**config.mk**
```make
export PLATFORM = sky130hd
export DESIGN_NAME = lfsc_top
export DESIGN_NICKNAME = d
export VERILOG_FILES = /design/src/logic/lfsc_pkg.sv /design/src/logic/lfsc_top.sv
export VERILOG_INCLUDE_DIRS = /design/src /design/src/logic
export SDC_FILE = /design/constraint.sdc
export NUM_CORES = 1
export LEC_CHECK = 0
export ABC_AREA = 1
export BUFFER_PORTS_ARGS = -buffer_cell sky130_fd_sc_hd__buf_2
export CORE_MARGIN = 2
export CORE_UTILIZATION = 25
export CTS_BUF_LIST = sky130_fd_sc_hd__clkbuf_8
export DETAILED_ROUTE_END_ITERATION = 10
export GPL_TIMING_DRIVEN = 0
export PLACE_DENSITY = 0.54
export SYNTH_ARGS = -nofsm -noshare
export SYNTH_HDL_FRONTEND = slang
export SYNTH_SLANG_ARGS = --single-unit
export TNS_END_PERCENT = 30
```
**constraint.sdc**
```tcl
create_clock -name clk_i -period 5.5 [get_ports clk_i]
set_input_delay 0.275 -clock clk_i [delete_from_list [all_inputs] [get_ports clk_i]]
set_output_delay 0.275 -clock clk_i [all_outputs]
set_load 0.01 [all_outputs]
```
**src/logic/lfsc_map.svh**
```systemverilog
// constants of the led fault and status capture block
// Functional notes
// - status_select 10 without invisible mode stores short results when blank rises.
// - invisible mode stores short results at blank rise or at end of its working time, whichever comes first, instead.
// - short bit is one when output voltage exceeds selected short threshold.
// - open and short bits forced zero on off channels unless invisible mode.
// - nonzero invisible current sinks from blank fall until blank rise or timeout.
// - when invisible current stops, selected result type goes into status holder.
// - invisible current select 00 disables invisible mode.
// - leak detection stays inactive while invisible mode is enabled.
// - leak source current on off channels only with select 11 and blank low.
// - leak bit one for off channel below short threshold; on channels read zero.
// - leak results are stored in the status holder when blank rises.
// - latch edge with shift MSB zero copies data to on/off latch and loads status.
// - after a status load, latch edges are ignored until new data is shifted.
// - status shifts out on serial_out, one bit per shift clock rising edge.
// - over-temperature forces channels off and open bits to one until it clears.
// - thermal_error_flag stays one until next latch rising edge.
// - status all ones for error, warning, ref short at select 01, 10, 11.
// - ref_short_flag forces all sixteen channels off.
// - select 00 leaves the shift register unchanged at the latch edge.
// - open bit one on enabled channel whose voltage is below open threshold.
// - thermal_warning held until next latch edge; outputs stay on for it.
// - ref short sets all leak bits to one, outputs off until removed.
`ifndef LFSC_MAP_SVH
`define LFSC_MAP_SVH

`define LFSC_CH 16
`define LFSC_SR_W 17
`define LFSC_CLK_MHZ 250

// register byte addresses
`define LFSC_ADR_CTRL 4'h0
`define LFSC_ADR_STAT 4'h4
`define LFSC_ADR_ONOFF 4'h8
`define LFSC_CTRL_RST 8'h00
// link pin levels after reset: blank idles high, the rest low
`define LFSC_LNK_RST 4'h1

// status register field positions
`define LFSC_STAT_TEF 16
`define LFSC_STAT_WARN 17
`define LFSC_STAT_REF 18
`define LFSC_STAT_IDM 19

// status select codes
`define LFSC_SEL_NONE 2'h0
`define LFSC_SEL_OPEN 2'h1
`define LFSC_SEL_SHORT 2'h2
`define LFSC_SEL_LEAK 2'h3
`define LFSC_IDM_OFF 2'h0

// invisible working times in ns
`define LFSC_IDM_T0_NS 2000
`define LFSC_IDM_T1_NS 4000
`define LFSC_IDM_T2_NS 8000
`define LFSC_IDM_T3_NS 16000
`define LFSC_TMR_W 12

`endif

```
**src/logic/lfsc_pkg.sv**
```systemverilog
// types of the led fault and status capture block
package lfsc_pkg;

	// control fields written over the bus
	typedef struct packed {
		logic [1:0] short_threshold_sel;
		logic [1:0] invisible_time_sel;
		logic [1:0] invisible_current_sel;
		logic [1:0] status_select;
	} lfsc_cfg_t;

	// synchronised analog indications
	typedef struct packed {
		logic [15:0] below_open;
		logic [15:0] above_short;
		logic temp_error;
		logic temp_warn;
		logic ref_short;
	} lfsc_ind_t;

	// serial link pins
	typedef struct packed {
		logic shift_clock;
		logic serial_in;
		logic latch_strobe;
		logic output_blank;
	} lfsc_link_t;

	typedef enum logic {
		LFSC_IDM_IDLE,
		LFSC_IDM_RUN
	} lfsc_idm_st_t;

endpackage

```
**src/logic/lfsc_top.sv**
```systemverilog
// led fault detection and status capture with serial readout
`timescale 1ns/1ps
`include "lfsc_map.svh"

module lfsc_top #(
	parameter int CH = `LFSC_CH,
	parameter int SR_W = `LFSC_SR_W
) (
	// clock and reset
	input wire logic clk_i,
	input wire logic rst_i,
	// wishbone slave
	input wire logic wb_cyc_i,
	input wire logic wb_stb_i,
	input wire logic wb_we_i,
	input wire logic [3:0] wb_adr_i,
	input wire logic [3:0] wb_sel_i,
	input wire logic [31:0] wb_dat_i,
	output logic [31:0] wb_dat_o,
	output logic wb_ack_o,
	// serial link from the controller
	input wire logic shift_clock_i,
	input wire logic serial_in_i,
	input wire logic latch_strobe_i,
	input wire logic output_blank_i,
	output logic serial_out_o,
	// analog comparators and sensors
	input wire logic [15:0] below_open_i,
	input wire logic [15:0] above_short_i,
	input wire logic temp_error_i,
	input wire logic temp_warn_i,
	input wire logic ref_short_i,
	// analog controls
	output logic [15:0] channel_on_o,
	output logic invisible_current_en_o,
	output logic [1:0] invisible_current_sel_o,
	output logic [15:0] leak_source_en_o,
	output logic [1:0] short_threshold_sel_o
);

	generate
		if (CH != `LFSC_CH || SR_W != CH + 1) begin : g_chk
			$error("lfsc_top supports 16 channels and a 17 bit shift register only");
		end
		if ((`LFSC_IDM_T3_NS * `LFSC_CLK_MHZ) / 1000 >= (1 << `LFSC_TMR_W)) begin : g_tmr_chk
			$error("lfsc_top invisible working time does not fit the timer");
		end
	endgenerate

	localparam int IND_W = $bits(lfsc_pkg::lfsc_ind_t);
	localparam int LNK_W = $bits(lfsc_pkg::lfsc_link_t);

	// working time in cycles, rounded down, never below one
	function automatic logic [`LFSC_TMR_W-1:0] idm_cycles(input logic [1:0] sel);
		int ns;
		int cyc;
		unique case (sel)
			2'h0: ns = `LFSC_IDM_T0_NS;
			2'h1: ns = `LFSC_IDM_T1_NS;
			2'h2: ns = `LFSC_IDM_T2_NS;
			2'h3: ns = `LFSC_IDM_T3_NS;
		endcase
		cyc = (ns * `LFSC_CLK_MHZ) / 1000;
		if (cyc < 1) begin
			cyc = 1;
		end
		return cyc[`LFSC_TMR_W-1:0];
	endfunction

	// rising edge of a synchronised level
	function automatic logic edge_up(input logic now_lvl, input logic was_lvl);
		return now_lvl & ~was_lvl;
	endfunction

	// sticky flag: an active indication wins over the latch clear
	function automatic logic sticky_next(input logic cur_lvl, input logic set_lvl, input logic clr_lvl);
		if (set_lvl) begin
			return 1'b1;
		end
		return clr_lvl ? 1'b0 : cur_lvl;
	endfunction

	// synchronisers for pins and indications
	logic [IND_W-1:0] ind_meta_reg;
	logic [IND_W-1:0] ind_sync_reg;
	logic [LNK_W-1:0] lnk_meta_reg;
	logic [LNK_W-1:0] lnk_sync_reg;
	logic [LNK_W-1:0] lnk_prev_reg;
	lfsc_pkg::lfsc_ind_t ind;
	lfsc_pkg::lfsc_link_t lnk;
	lfsc_pkg::lfsc_link_t lnk_prev;

	always_ff @(posedge clk_i) begin
		if (rst_i) begin
			ind_meta_reg <= '0;
			ind_sync_reg <= '0;
		end else begin
			ind_meta_reg <= {below_open_i, above_short_i, temp_error_i, temp_warn_i, ref_short_i};
			ind_sync_reg <= ind_meta_reg;
		end
	end

	always_ff @(posedge clk_i) begin
		if (rst_i) begin
			lnk_meta_reg <= `LFSC_LNK_RST;
			lnk_sync_reg <= `LFSC_LNK_RST;
			lnk_prev_reg <= `LFSC_LNK_RST;
		end else begin
			lnk_meta_reg <= {shift_clock_i, serial_in_i, latch_strobe_i, output_blank_i};
			lnk_sync_reg <= lnk_meta_reg;
			lnk_prev_reg <= lnk_sync_reg;
		end
	end

	assign ind = ind_sync_reg;
	assign lnk = lnk_sync_reg;
	assign lnk_prev = lnk_prev_reg;

	logic sclk_rise;
	logic lat_rise;
	logic blank_rise;
	logic blank_fall;
	assign sclk_rise = edge_up(lnk.shift_clock, lnk_prev.shift_clock);
	assign lat_rise = edge_up(lnk.latch_strobe, lnk_prev.latch_strobe);
	assign blank_rise = edge_up(lnk.output_blank, lnk_prev.output_blank);
	assign blank_fall = edge_up(lnk_prev.output_blank, lnk.output_blank);

	// control register and bus slave
	lfsc_pkg::lfsc_cfg_t cfg_reg;
	logic ack_reg;
	logic [31:0] rdat_reg;
	logic [31:0] rdat_next;
	logic bus_req;
	logic bus_wr;
	logic bus_rd;
	assign bus_req = wb_cyc_i & wb_stb_i & ~ack_reg;
	assign bus_wr = bus_req && wb_we_i && wb_sel_i[0] && wb_adr_i == `LFSC_ADR_CTRL;
	assign bus_rd = bus_req && !wb_we_i;

	always_ff @(posedge clk_i) begin
		if (rst_i) begin
			cfg_reg <= `LFSC_CTRL_RST;
		end else if (bus_wr) begin
			cfg_reg <= wb_dat_i[7:0];
		end
	end

	logic idm_en;
	assign idm_en = cfg_reg.invisible_current_sel != `LFSC_IDM_OFF;

	// detector flags
	logic tef_flag_reg;
	logic warn_flag_reg;
	always_ff @(posedge clk_i) begin
		if (rst_i) begin
			tef_flag_reg <= 1'b0;
		end else begin
			tef_flag_reg <= sticky_next(tef_flag_reg, ind.temp_error, lat_rise);
		end
	end

	always_ff @(posedge clk_i) begin
		if (rst_i) begin
			warn_flag_reg <= 1'b0;
		end else begin
			warn_flag_reg <= sticky_next(warn_flag_reg, ind.temp_warn, lat_rise);
		end
	end

	// invisible detection timer
	lfsc_pkg::lfsc_idm_st_t idm_st_reg;
	logic [`LFSC_TMR_W-1:0] tmr_reg;
	logic idm_run;
	logic idm_stop;
	assign idm_run = idm_st_reg == lfsc_pkg::LFSC_IDM_RUN;
	assign idm_stop = idm_run && (blank_rise || tmr_reg == '0 || !idm_en);

	always_ff @(posedge clk_i) begin
		if (rst_i) begin
			idm_st_reg <= lfsc_pkg::LFSC_IDM_IDLE;
			tmr_reg <= '0;
		end else begin
			unique case (idm_st_reg)
				lfsc_pkg::LFSC_IDM_IDLE: begin
					if (blank_fall && idm_en) begin
						idm_st_reg <= lfsc_pkg::LFSC_IDM_RUN;
						tmr_reg <= idm_cycles(cfg_reg.invisible_time_sel) - 1'b1;
					end
				end
				lfsc_pkg::LFSC_IDM_RUN: begin
					if (blank_fall) begin
						tmr_reg <= idm_cycles(cfg_reg.invisible_time_sel) - 1'b1;
					end else if (idm_stop) begin
						idm_st_reg <= lfsc_pkg::LFSC_IDM_IDLE;
					end else begin
						tmr_reg <= tmr_reg - 1'b1;
					end
				end
			endcase
		end
	end

	// per-channel detector results
	logic [15:0] onoff_reg;
	logic [15:0] open_res;
	logic [15:0] short_res;
	logic [15:0] leak_res;
	logic [15:0] det_mask;
	assign det_mask = idm_en ? '1 : onoff_reg;
	assign open_res = ind.temp_error ? '1 : (ind.below_open & det_mask);
	assign short_res = ind.temp_warn ? '1 : (ind.above_short & det_mask);
	assign leak_res = ind.ref_short ? '1 : (idm_en ? '0 : (~ind.above_short & ~onoff_reg));

	// status holder capture
	logic [15:0] holder_reg;
	logic [15:0] holder_next;
	logic cap_now;
	always_comb begin
		unique case (cfg_reg.status_select)
			`LFSC_SEL_OPEN: holder_next = open_res;
			`LFSC_SEL_SHORT: holder_next = short_res;
			`LFSC_SEL_LEAK: holder_next = leak_res;
			`LFSC_SEL_NONE: holder_next = holder_reg;
		endcase
	end
	assign cap_now = idm_en ? idm_stop : blank_rise;

	always_ff @(posedge clk_i) begin
		if (rst_i) begin
			holder_reg <= '0;
		end else if (cap_now) begin
			holder_reg <= holder_next;
		end
	end

	// status as loaded into the shift register, with flag overrides
	logic [15:0] load_val;
	always_comb begin
		load_val = holder_reg;
		unique case (cfg_reg.status_select)
			`LFSC_SEL_OPEN: load_val = tef_flag_reg ? '1 : holder_reg;
			`LFSC_SEL_SHORT: load_val = warn_flag_reg ? '1 : holder_reg;
			`LFSC_SEL_LEAK: load_val = ind.ref_short ? '1 : holder_reg;
			`LFSC_SEL_NONE: load_val = holder_reg;
		endcase
	end

	// common shift register and on/off latch
	logic [SR_W-1:0] sr_reg;
	logic data_new_reg;
	logic latch_ok;
	logic load_now;
	assign latch_ok = lat_rise && data_new_reg;
	assign load_now = latch_ok && !sr_reg[SR_W-1] && cfg_reg.status_select != `LFSC_SEL_NONE;
	always_ff @(posedge clk_i) begin
		if (rst_i) begin
			sr_reg <= '0;
		end else if (load_now) begin
			sr_reg[15:0] <= load_val;
		end else if (sclk_rise && !latch_ok) begin
			sr_reg <= {sr_reg[SR_W-2:0], lnk.serial_in};
		end
	end

	always_ff @(posedge clk_i) begin
		if (rst_i) begin
			data_new_reg <= 1'b0;
		end else if (load_now) begin
			data_new_reg <= 1'b0;
		end else if (sclk_rise && !latch_ok) begin
			data_new_reg <= 1'b1;
		end
	end

	always_ff @(posedge clk_i) begin
		if (rst_i) begin
			onoff_reg <= '0;
		end else if (latch_ok && !sr_reg[SR_W-1]) begin
			onoff_reg <= sr_reg[15:0];
		end
	end

	assign serial_out_o = sr_reg[SR_W-1];

	// channel sink enables
	always_ff @(posedge clk_i) begin
		if (rst_i) begin
			channel_on_o <= '0;
		end else if (ind.temp_error || ind.ref_short || lnk.output_blank) begin
			channel_on_o <= '0;
		end else begin
			channel_on_o <= onoff_reg;
		end
	end

	// leak test sources on turned-off channels
	always_ff @(posedge clk_i) begin
		if (rst_i) begin
			leak_source_en_o <= '0;
		end else if (cfg_reg.status_select == `LFSC_SEL_LEAK && !lnk.output_blank && !idm_en) begin
			leak_source_en_o <= ~onoff_reg;
		end else begin
			leak_source_en_o <= '0;
		end
	end

	// invisible detection current
	always_ff @(posedge clk_i) begin
		if (rst_i) begin
			invisible_current_en_o <= 1'b0;
		end else begin
			invisible_current_en_o <= idm_run && !idm_stop;
		end
	end

	assign invisible_current_sel_o = cfg_reg.invisible_current_sel;
	assign short_threshold_sel_o = cfg_reg.short_threshold_sel;

	// bus read data and acknowledge
	always_comb begin
		rdat_next = '0;
		unique case (wb_adr_i)
			`LFSC_ADR_CTRL: rdat_next[7:0] = cfg_reg;
			`LFSC_ADR_STAT: begin
				rdat_next[15:0] = holder_reg;
				rdat_next[`LFSC_STAT_TEF] = tef_flag_reg;
				rdat_next[`LFSC_STAT_WARN] = warn_flag_reg;
				rdat_next[`LFSC_STAT_REF] = ind.ref_short;
				rdat_next[`LFSC_STAT_IDM] = idm_run;
			end
			`LFSC_ADR_ONOFF: rdat_next[15:0] = onoff_reg;
			default: rdat_next = '0;
		endcase
	end

	always_ff @(posedge clk_i) begin
		if (rst_i) begin
			ack_reg <= 1'b0;
			rdat_reg <= '0;
		end else begin
			ack_reg <= bus_req;
			if (bus_rd) begin
				rdat_reg <= rdat_next;
			end
		end
	end

	assign wb_ack_o = ack_reg;
	assign wb_dat_o = rdat_reg;

endmodule

```
==> flow_metrics.tcl, run 1 <==
set metrics [dict create \
    status "completed" \
    end_kind "flip-flop" \
    fin_nets 1534 \
    hold_viol 0 \
    worstPathArrival_ns 5.33 \
    netlist_area_um2 9000 \
    required_ns 5.96 \
    route.detailed.drc 0 \
    grt.overflow.total 0 \
    hpwl_mm 21.8 \
    grt_max_degree 11 \
    h-tree-depth 2 \
    cts_made_buffers 37 \
    wl_mm 28.0 \
    yosys_warnings 0 \
    cts_tree "yes" \
    cts_resized 0 \
    crit_path_frequent_cell "nand2_1" \
    ys_types 47 \
    power_density_nw_per_um2 274 \
    root_buffer "clkbuf_8" \
    cap_viol_max_count 0 \
    vias 8475 \
    initial_utilization 0.254 \
    worstPathMaxFanout 10 \
    drt_iter0_markers 561 \
    holdCritPathClass "in2reg" \
    min_period_ns 4.88 \
    clock.fmax_mhz 205 \
    leakage_nw 5.09 \
    core_um2 35500 \
    synth_ff_type "dfxtp_1" \
    rows 69 \
    path_class "reg2reg" \
    portBuffers 115 \
    syn_inst 1226 \
    drtPass1Iterations 5 \
    fin_area_um2 11300 \
    synth_edf_count 0 \
    dpl_worst_slack_ns 0.683 \
    hold_depth 3 \
    dpl-instance-area_um2 10200 \
    avgRoutedWirePerCell_um 14.6 \
    drive_gt1_frac 0.148 \
    die_width_um 194 \
    antenna_left 0 \
    slowest_stage "dfxtp_1" \
    r2r_end "tmr_reg[8]" \
    setup_viol 0 \
    antenna_found_initial 0 \
    insertedDiodeCount 0 \
    die_area_um2 37500 \
    slew_viol_final 0 \
    timing.final.ws_setup_ns 0.623 \
    slew_headroom 0.240 \
    tightest_slew_ns 1.13 \
    start_kind "flip-flop" \
    grt_pass1_vias 8044 \
    io_pins 155 \
    min_from "wb_dat_i[2]" \
    clock-skew-final_ns 0.0270 \
    setup_tns_ns 0 \
    min_to "invisible_current_sel_o[0]" \
    path_clk_slew_ns 0.06 \
    grt_first_pass_wirelength_mm 43.8 \
    insertion_delay_ns 0.54 \
    cts_num_sinks 208 \
    vias_per_cell 4.43 \
    grt_usage 0.146 \
    post_cts_buffers 0 \
    ys_ff_latch 208 \
    die-height_um 194 \
    vdd_ir_drop_max_uv 123 \
    period_share 0.887 \
    syn_area_per_cell_um2 7.34 \
    whs_ns 0.0261 \
    r2r_slack_ns 0.62 \
    crit_path_max_incr_delay_ns 0.35 \
    areaGrowthSynthToFinish_pct 25.7 \
    r2r_cells 37 \
    yosysSeqAreaShare 0.463 \
    place.gp.congestion 0.879 \
    r2r_start "cfg_reg[4]" \
    rsz0062_at_grt "false" \
    clockBufferDepth 3 \
    async_reset_ff_frac 0 \
]
-- worst max-delay path, delay by kind of cell, from the launching register on --
family,cells,cell delay (ns)
adder cells (fa/ha/maj),3,0.69
buffers and inverters,4,0.69
flip-flops,1,0.35
AO/OA/AOI/OAI,1,0.11
AND/OR/NAND/NOR,28,2.73
XOR/XNOR,1,0.22
-- per-stage QoR --
step / power (mW) / instances / utilization
finish: 3.10 / 1915 / 0.319
global route: 3.23 / 1915 / 0.319
CTS: 3.14 / 1915 / 0.319
detailed placement: 1.74 / 1813 / 0.287
global placement: 1.73 / 1813 / 0.287
floorplan: 1.67 / 1237 / -
-- per-layer routing --
layer,global-route usage,part of all wire,vias up
met4,0.0563,0.032,0
li1,-,-,4323
met2,0.238,0.46,253
met1,0.193,0.46,3846
met3,0.0238,0.049,53
met5,0,0,-
-- logic make-up (layout without fill, tap and decap cells) --
family | Yosys count | after routing | share of synthesized area
AND/OR/NAND/NOR | 434 | 434 | 0.200
AO/OA/AOI/OAI | 284 | 284 | 0.181
buffers and inverters | 272 | 489 | 0.122
flip-flops | 208 | 208 | 0.463
adder cells (fa/ha/maj) | 18 | 18 | 0.0250
XOR/XNOR | 9 | 9 | 0.00876
other | 1 | 12 | 0.000417
-- synth_stat cells (2+ instances only) --
cell type	n	area [µm²]
xnor2_1	3	26.3
o31ai_1	2	15.0
nand2_2	5	31.3
nor2_2	2	12.5
nor3_1	5	25.0
o22ai_1	17	106
clkbuf_1	47	176
o211ai_1	17	128
or2_2	3	18.8
and3_1	2	12.5
nand2_1	158	593
dfxtp_1	208	4160
inv_2	7	26.3
a221oi_1	2	17.5
a211oi_1	10	75.1
nand3_1	46	230
a22oi_1	4	30.0
a21oi_1	116	581
inv_1	191	717
buf_4	17	128
nor2_1	196	736
nand4_1	9	56.3
o21ai_1	3	15.0
nand3_2	4	40.0
o21ai_0	86	430
buf_2	3	15.0
o221ai_1	14	123
clkinv_1	3	11.3
ha_1	18	225
xor2_1	6	52.6
a2111oi_0	5	43.8
o21ai_2	2	17.5
-- worst max-delay path by stage --
stage	startpoint	to	depth (start not counted)
detailed placement	cfg_reg[4]	tmr_reg[8]	35
finish	cfg_reg[4]	tmr_reg[8]	37
CTS	cfg_reg[4]	tmr_reg[8]	35
global route	cfg_reg[4]	tmr_reg[8]	35
floorplan	cfg_reg[4]	tmr_reg[8]	38
global placement	cfg_reg[4]	tmr_reg[8]	35
-- timing repair --
action	in CTS	in global routing
endpoints found under the setup margin	0	0
hold buffers	41	0
hold endpoints to repair	41	0
-- cell usage in the layout (no fill, tap or decap), drive strengths merged --
cell type    synthesis  routed
dfxtp              208     208
nand2              164     164
clkinv               4       4
clkinvlp             0       1
o21bai               1       1
a21boi               1       1
o211ai              17      17
dlygate4sd3          0      41
buf                 22     137
ha                  18      18
nor2               199     199
o221ai              14      14
clkbuf              47      93
nor4                 1       1
inv                199     213
a22oi                4       4
xor2                 6       6
nand3               51      51
or2                  3       3
conb                 1      12
o2111ai              1       1
xnor2                3       3
a31o                 1       1
o22ai               17      17
o31ai                2       2
nand4                9       9
a21oi              117     117
a31oi                1       1
a2111oi              5       5
a221oi               2       2
a211oi              10      10
nor3                 5       5
o21ai               91      91
and3                 2       2
-- final cells by class --
type | instances | area (µm²)
buffer | 69 | 334
clock buffer | 46 | 633
clock inverter | 15 | 72.6
fill | 3891 | 24200
inverter | 203 | 766
multi-input combinational | 757 | 3780
sequential | 208 | 4160
tap | 461 | 577
timing repair buffer | 156 | 986
-- power breakdown --
| group | leakage, nW | internal [mW] | switching [mW] | total (mW) |
|---|---|---|---|---|
| registers | 1.69 | 1.54 | 0.0138 | 1.55 |
| logic | 2.99 | 0.0717 | 0.0998 | 0.172 |
| clock network | 0.405 | 0.752 | 0.622 | 1.37 |
(Power assumes the default switching activity.)
==> run 2, diff against run 1 <==
--- a/config.mk
+++ b/config.mk
@@ -9,11 +9,11 @@
 export ABC_AREA = 1
 export BUFFER_PORTS_ARGS = -buffer_cell sky130_fd_sc_hd__buf_2
 export CORE_MARGIN = 2
-export CORE_UTILIZATION = 25
+export CORE_UTILIZATION = 50
 export CTS_BUF_LIST = sky130_fd_sc_hd__clkbuf_8
 export DETAILED_ROUTE_END_ITERATION = 10
 export GPL_TIMING_DRIVEN = 0
-export PLACE_DENSITY = 0.54
+export PLACE_DENSITY = 0.87
 export SYNTH_ARGS = -nofsm -noshare
 export SYNTH_HDL_FRONTEND = slang
 export SYNTH_SLANG_ARGS = --single-unit
==> constraint.sdc (replaced) <==
create_clock -name clk_i -period 3.95 [get_ports clk_i]
set_input_delay 0.1975 -clock clk_i [delete_from_list [all_inputs] [get_ports clk_i]]
set_output_delay 0.1975 -clock clk_i [all_outputs]
set_load 0.01 [all_outputs]
==> run 2 against run 1 <==
The flow now finishes with violations (setup timing). Worst setup slack got worse by 0.68 ns. Clock skew about the same. Cell count fell by 11%. Maximum frequency is 22% higher. Non-clock buffer count up 29. Clock-buffer cell count shrank 3. Global-route usage increased by 12 points. Die area shrank 49%. Largest cell class unchanged. Largest power group unchanged. Highest routed layer unchanged.
==> flow_metrics.tcl, run 2 (synthesis results as in run 1) <==
set metrics [dict create \
    status "finished, violations left" \
    violations "setup timing" \
    h-tree-depth 2 \
    final_common_cell "dfxtp_1" \
    worstPathArrival_ns 4.44 \
    slew_viol_final 0 \
    grt_first_pass_wirelength_mm 41.8 \
    initial_utilization 0.505 \
    areaGrowthSynthToFinish_pct 27.9 \
    crit_path_frequent_cell "nand2_2" \
    vdd_ir_drop_max_uv 317 \
    finalCoreUtilization 0.646 \
    grt_max_degree 11 \
    hold_viol 0 \
    power_density_nw_per_um2 377 \
    hpwl_mm 18.3 \
    clock.fmax_mhz 250 \
    die_width_um 138 \
    die-height_um 138 \
    die_area_um2 19100 \
    cap_viol_max_count 0 \
    wl_mm 25.9 \
    fin_nets 1560 \
    slew_headroom 0.357 \
    rsz0062_at_grt "true" \
    grt_pass1_vias 8697 \
    route.detailed.drc 0 \
    drtPass1Iterations 6 \
    leakage_nw 5.24 \
    core_um2 17800 \
    avgRoutedWirePerCell_um 15.1 \
    min_period_ns 4.00 \
    worstPathMaxFanout 7 \
    r2r_slack_ns -0.05 \
    cts_tree "yes" \
    slowest_stage "dfxtp_4" \
    setup_viol 1 \
    root_buffer "clkbuf_8" \
    place_inst 1581 \
    portBuffers 115 \
    path_clk_slew_ns 0.06 \
    grt_usage 0.267 \
    path_class "reg2reg" \
    vias 8899 \
    stdcell_count 1712 \
    antenna_left 0 \
    most-common-layout-cells "dfxtp_1 (206), inv_1 (197), nor2_1 (195), nand2_1 (149), buf_2 (115)" \
    drive_gt1_frac 0.189 \
    holdCritPathClass "in2reg" \
    grt.overflow.total 0 \
    clockBufferDepth 3 \
    power_mw 4.34 \
    period_share 1.01 \
    timing.final.ws_setup_ns -0.0547 \
    antenna_found_initial 1 \
    crit_path_max_incr_delay_ns 0.35 \
    whs_ns 0.0246 \
    tightest_slew_ns 0.956 \
    required_ns 4.39 \
    cts_num_sinks 208 \
    cts_made_buffers 34 \
    place.gp.congestion 0.955 \
    drt_iter0_markers 887 \
    clock-skew-final_ns 0.0268 \
    rows 49 \
    io_pins 155 \
    start_kind "flip-flop" \
    end_kind "flip-flop" \
    vias_per_cell 5.20 \
    insertion_delay_ns 0.52 \
]
## run 2: report_power, final
| part | leakage, nW | switching (mW) | total [mW] | internal, mW |
|---|---|---|---|---|
| sequential | 1.70 | 0.0207 | 2.16 | 2.14 |
| combinational | 3.13 | 0.142 | 0.250 | 0.108 |
| clock | 0.406 | 0.815 | 1.93 | 1.11 |
| total | 5.24 | 0.978 | 4.34 | 3.36 |
## run 2: layout make-up
type | count | area (µm²)
Clock buffer | 43 | 592
Clock inverter | 17 | 125
Antenna cell | 1 | 2.50
Tap cell | 229 | 287
Sequential cell | 208 | 4170
Timing Repair Buffer | 185 | 1220
Multi-Input combinational cell | 757 | 3980
Inverter | 203 | 793
Fill cell | 1466 | 6320
Buffer | 69 | 353
## run 2: routing by layer
metal  track usage  wire length, µm  vias up
met4         0.140             1260        0
met3        0.0551             2510      100
met5             0                0        -
li1              -                -     4375
met2         0.446            11700      455
met1         0.327            10400     3969
## run 2: critical path, delay by kind of cell (launching register included)
| family | cells | cell delay (ns) |
|---|---|---|
| adders and majority gates | 2 | 0.37 |
| AOI/OAI and AO/OA | 2 | 0.25 |
| DFF | 1 | 0.35 |
| xor gates and xnor gates | 1 | 0.27 |
| and+or+nand+nor | 26 | 2.28 |
| buffers and inverters | 4 | 0.40 |
## run 2: per-stage QoR
stage	setup WS [ns]	TNS [ns]	instance area [µm²]
after CTS	-0.0606	-0.0606	11400
after detailed placement	-0.693	-1.08	9910
final	-0.0547	-0.0547	11500
after global routing	-0.416	-0.640	11500
after global placement	-0.619	-0.926	9910
after floorplan	0.0970	0	9040
## run 2: final timing paths
| check | cells past startpoint | from | end |
|---|---|---|---|
| max reg2reg | 35 | cfg_reg[4] | tmr_reg[8] |
| min | 3 | wb_dat_i[4] | cfg_reg[4] |
| max | 35 | cfg_reg[4] | tmr_reg[8] |
| min reg2reg | 2 | ind_meta_reg[11] | ind[11] |
## run 2: repair_timing
action / in CTS / in global routing
resized for setup: 61 / 11
endpoints found under the setup margin: 3 / 2
gates cloned: 0 / 0
buffers inserted: 20 / 3
endpoints found under the hold margin: 48 / 0
hold buffers: 47 / 0
pin swaps: 23 / 9
==> run 3, diff against run 2 <==
--- a/config.mk
+++ b/config.mk
@@ -9,12 +9,11 @@
 export ABC_AREA = 1
 export BUFFER_PORTS_ARGS = -buffer_cell sky130_fd_sc_hd__buf_2
 export CORE_MARGIN = 2
-export CORE_UTILIZATION = 50
+export CORE_UTILIZATION = 45
 export CTS_BUF_LIST = sky130_fd_sc_hd__clkbuf_8
 export DETAILED_ROUTE_END_ITERATION = 10
 export GPL_TIMING_DRIVEN = 0
-export PLACE_DENSITY = 0.87
+export PLACE_DENSITY = 0.81
 export SYNTH_ARGS = -nofsm -noshare
 export SYNTH_HDL_FRONTEND = slang
 export SYNTH_SLANG_ARGS = --single-unit
-export TNS_END_PERCENT = 30
==> run 3 against run 2 <==
Utilization shrank 4.6 points. Largest cell class unchanged. Critical path type unchanged. Final area grew 1.7%. Combinational power grew 2%. Non-clock buffer count grew 8. The run still ends with setup timing left.
==> flow_metrics.tcl, run 3 (synthesis results as in run 1) <==
set metrics [dict create \
    status "finished, violations left" \
    violations "setup timing" \
    worstPathArrival_ns 4.52 \
    path_clk_slew_ns 0.05 \
    leakage_nw 5.23 \
    hpwl_mm 18.4 \
    clock.fmax_mhz 246 \
    grt_first_pass_wirelength_mm 41.0 \
    place_inst 1617 \
    use_met1 0.298 \
    place.gp.congestion 0.923 \
    most-common-layout-cells "dfxtp_1 (206), nor2_1 (192), inv_1 (190), nand2_1 (143), buf_2 (115)" \
    core_um2 19500 \
    vias 8908 \
    tightest_slew_ns 1.04 \
    die-height_um 145 \
    cap_viol_max_count 0 \
    cp.depth 35 \
    fin_area_um2 11700 \
    r2r_slack_ns -0.12 \
    clockBufferDepth 3 \
    cts_num_sinks 208 \
    root_buffer "clkbuf_8" \
    portBuffers 115 \
    dpl_worst_slack_ns -0.692 \
    antenna_left 0 \
    final_common_cell "dfxtp_1" \
    crit_path_frequent_cell "nand2_1" \
    hold_viol 0 \
    grt.overflow.total 0 \
    r2r_end "tmr_reg[8]" \
    insertedDiodeCount 0 \
    end_kind "flip-flop" \
    die_width_um 145 \
    vias_per_cell 5.09 \
    rows 51 \
    h-tree-depth 2 \
    drt_iter0_markers 810 \
    avgRoutedWirePerCell_um 14.7 \
    startpoint "cfg_reg[5]" \
    start_kind "flip-flop" \
    cts_made_buffers 35 \
    holdCritPathClass "in2reg" \
    crit_path_end "tmr_reg[8]" \
    drtPass1Iterations 6 \
    worstPathMaxFanout 7 \
    slew_headroom 0.301 \
    slowest_stage "dfxtp_4" \
    fin_nets 1569 \
    path_class "reg2reg" \
    rsz0062_at_grt "true" \
    insertion_delay_ns 0.52 \
    r2r_cells 35 \
    busiest_layer "met2" \
    grt_usage 0.235 \
    antenna_found_initial 0 \
    cts_tree "yes" \
    die_area_um2 21200 \
    crit_path_max_incr_delay_ns 0.37 \
    initial_utilization 0.461 \
    crit_family "simple AND/OR/NAND/NOR gates" \
    power_density_nw_per_um2 355 \
    grt_pass1_vias 8346 \
    grtUsageMet3 0.0514 \
    whs_ns 0.00925 \
    period_share 1.03 \
    areaGrowthSynthToFinish_pct 30.1 \
    drive_gt1_frac 0.205 \
    met2_usage 0.389 \
    clock-skew-final_ns 0.0122 \
    dpl-instance-area_um2 9950 \
    required_ns 4.39 \
    timing.final.ws_setup_ns -0.123 \
    slew_viol_final 0 \
    crit_buf_inv 4 \
    r2r_start "cfg_reg[5]" \
    route.detailed.drc 0 \
    min_period_ns 4.07 \
    finalCoreUtilization 0.600 \
    io_pins 155 \
    hold_depth 3 \
    setup_viol 1 \
    grt_max_degree 11 \
    stdcell_count 1750 \
    wl_mm 25.8 \
    vdd_ir_drop_max_uv 274 \
]
run 3: cell count changes in the layout (fill, tap and decap cells not counted), moves of 3 or more:
cell / before / now
buf_6: 2 / 5
clkbuf_8: 43 / 40
ha_4: 3 / 6
inv_1: 197 / 190
nand2_1: 149 / 143
nand2_2: 13 / 16
nand3_1: 39 / 35
nor2_1: 195 / 192
nor2_2: 1 / 4
run 3: worst min path at each step:
stage	startpoint	to	slack, ns
2_1_floorplan	output_blank_i	lnk_meta_reg[0]	0.30
3_3_place_gp	lnk_meta_reg[0]	lnk[0]	0.39
3_5_place_dp	lnk_meta_reg[0]	lnk[0]	0.39
4_1_cts	wb_dat_i[0]	cfg_reg[0]	0.008
5_1_grt	wb_dat_i[0]	cfg_reg[0]	0.03
6_report	wb_dat_i[0]	cfg_reg[0]	0.009
run 3: what timing repair did:
action / in CTS / in global routing
hold buffers: 49 / 0
resized for setup: 61 / 49
pin swaps: 21 / 30
setup endpoints to repair: 2 / 3
hold endpoints to repair: 49 / 0
buffers inserted: 21 / 9
run 3: through the flow:
stage               power, mW  TNS (ns)
finish                   4.16    -0.123
global route             4.31    -0.605
CTS                      4.18  -0.00398
detailed placement       2.41     -1.10
global placement         2.40    -0.892
floorplan                2.33         0
run 3: cell type report:
type | instances | area, µm²
inverter | 203 | 805
multi-input combinational | 757 | 4110
timing repair buffer | 193 | 1300
clock buffer | 40 | 551
fill | 1764 | 7820
tap | 265 | 332
clock inverter | 15 | 80.1
buffer | 69 | 357
sequential | 208 | 4170
run 3: metal layers:
layer	wire length, µm	part of all wire
met1	10900	0.42
met2	12100	0.47
met3	2010	0.078
met4	828	0.032
met5	0	0
run 3: where the power goes:
group          switching [mW]  internal (mW)
Combinational           0.142          0.113
Sequential             0.0201           2.14
Clock                   0.823          0.922
run 3: tightest hold or removal path: cells and delay by family:
| kind | cells | cell delay [ns] |
|---|---|---|
| AO/OA/AOI/OAI | 2 | 0.21 |
| buffers and inverters | 1 | 0.08 |
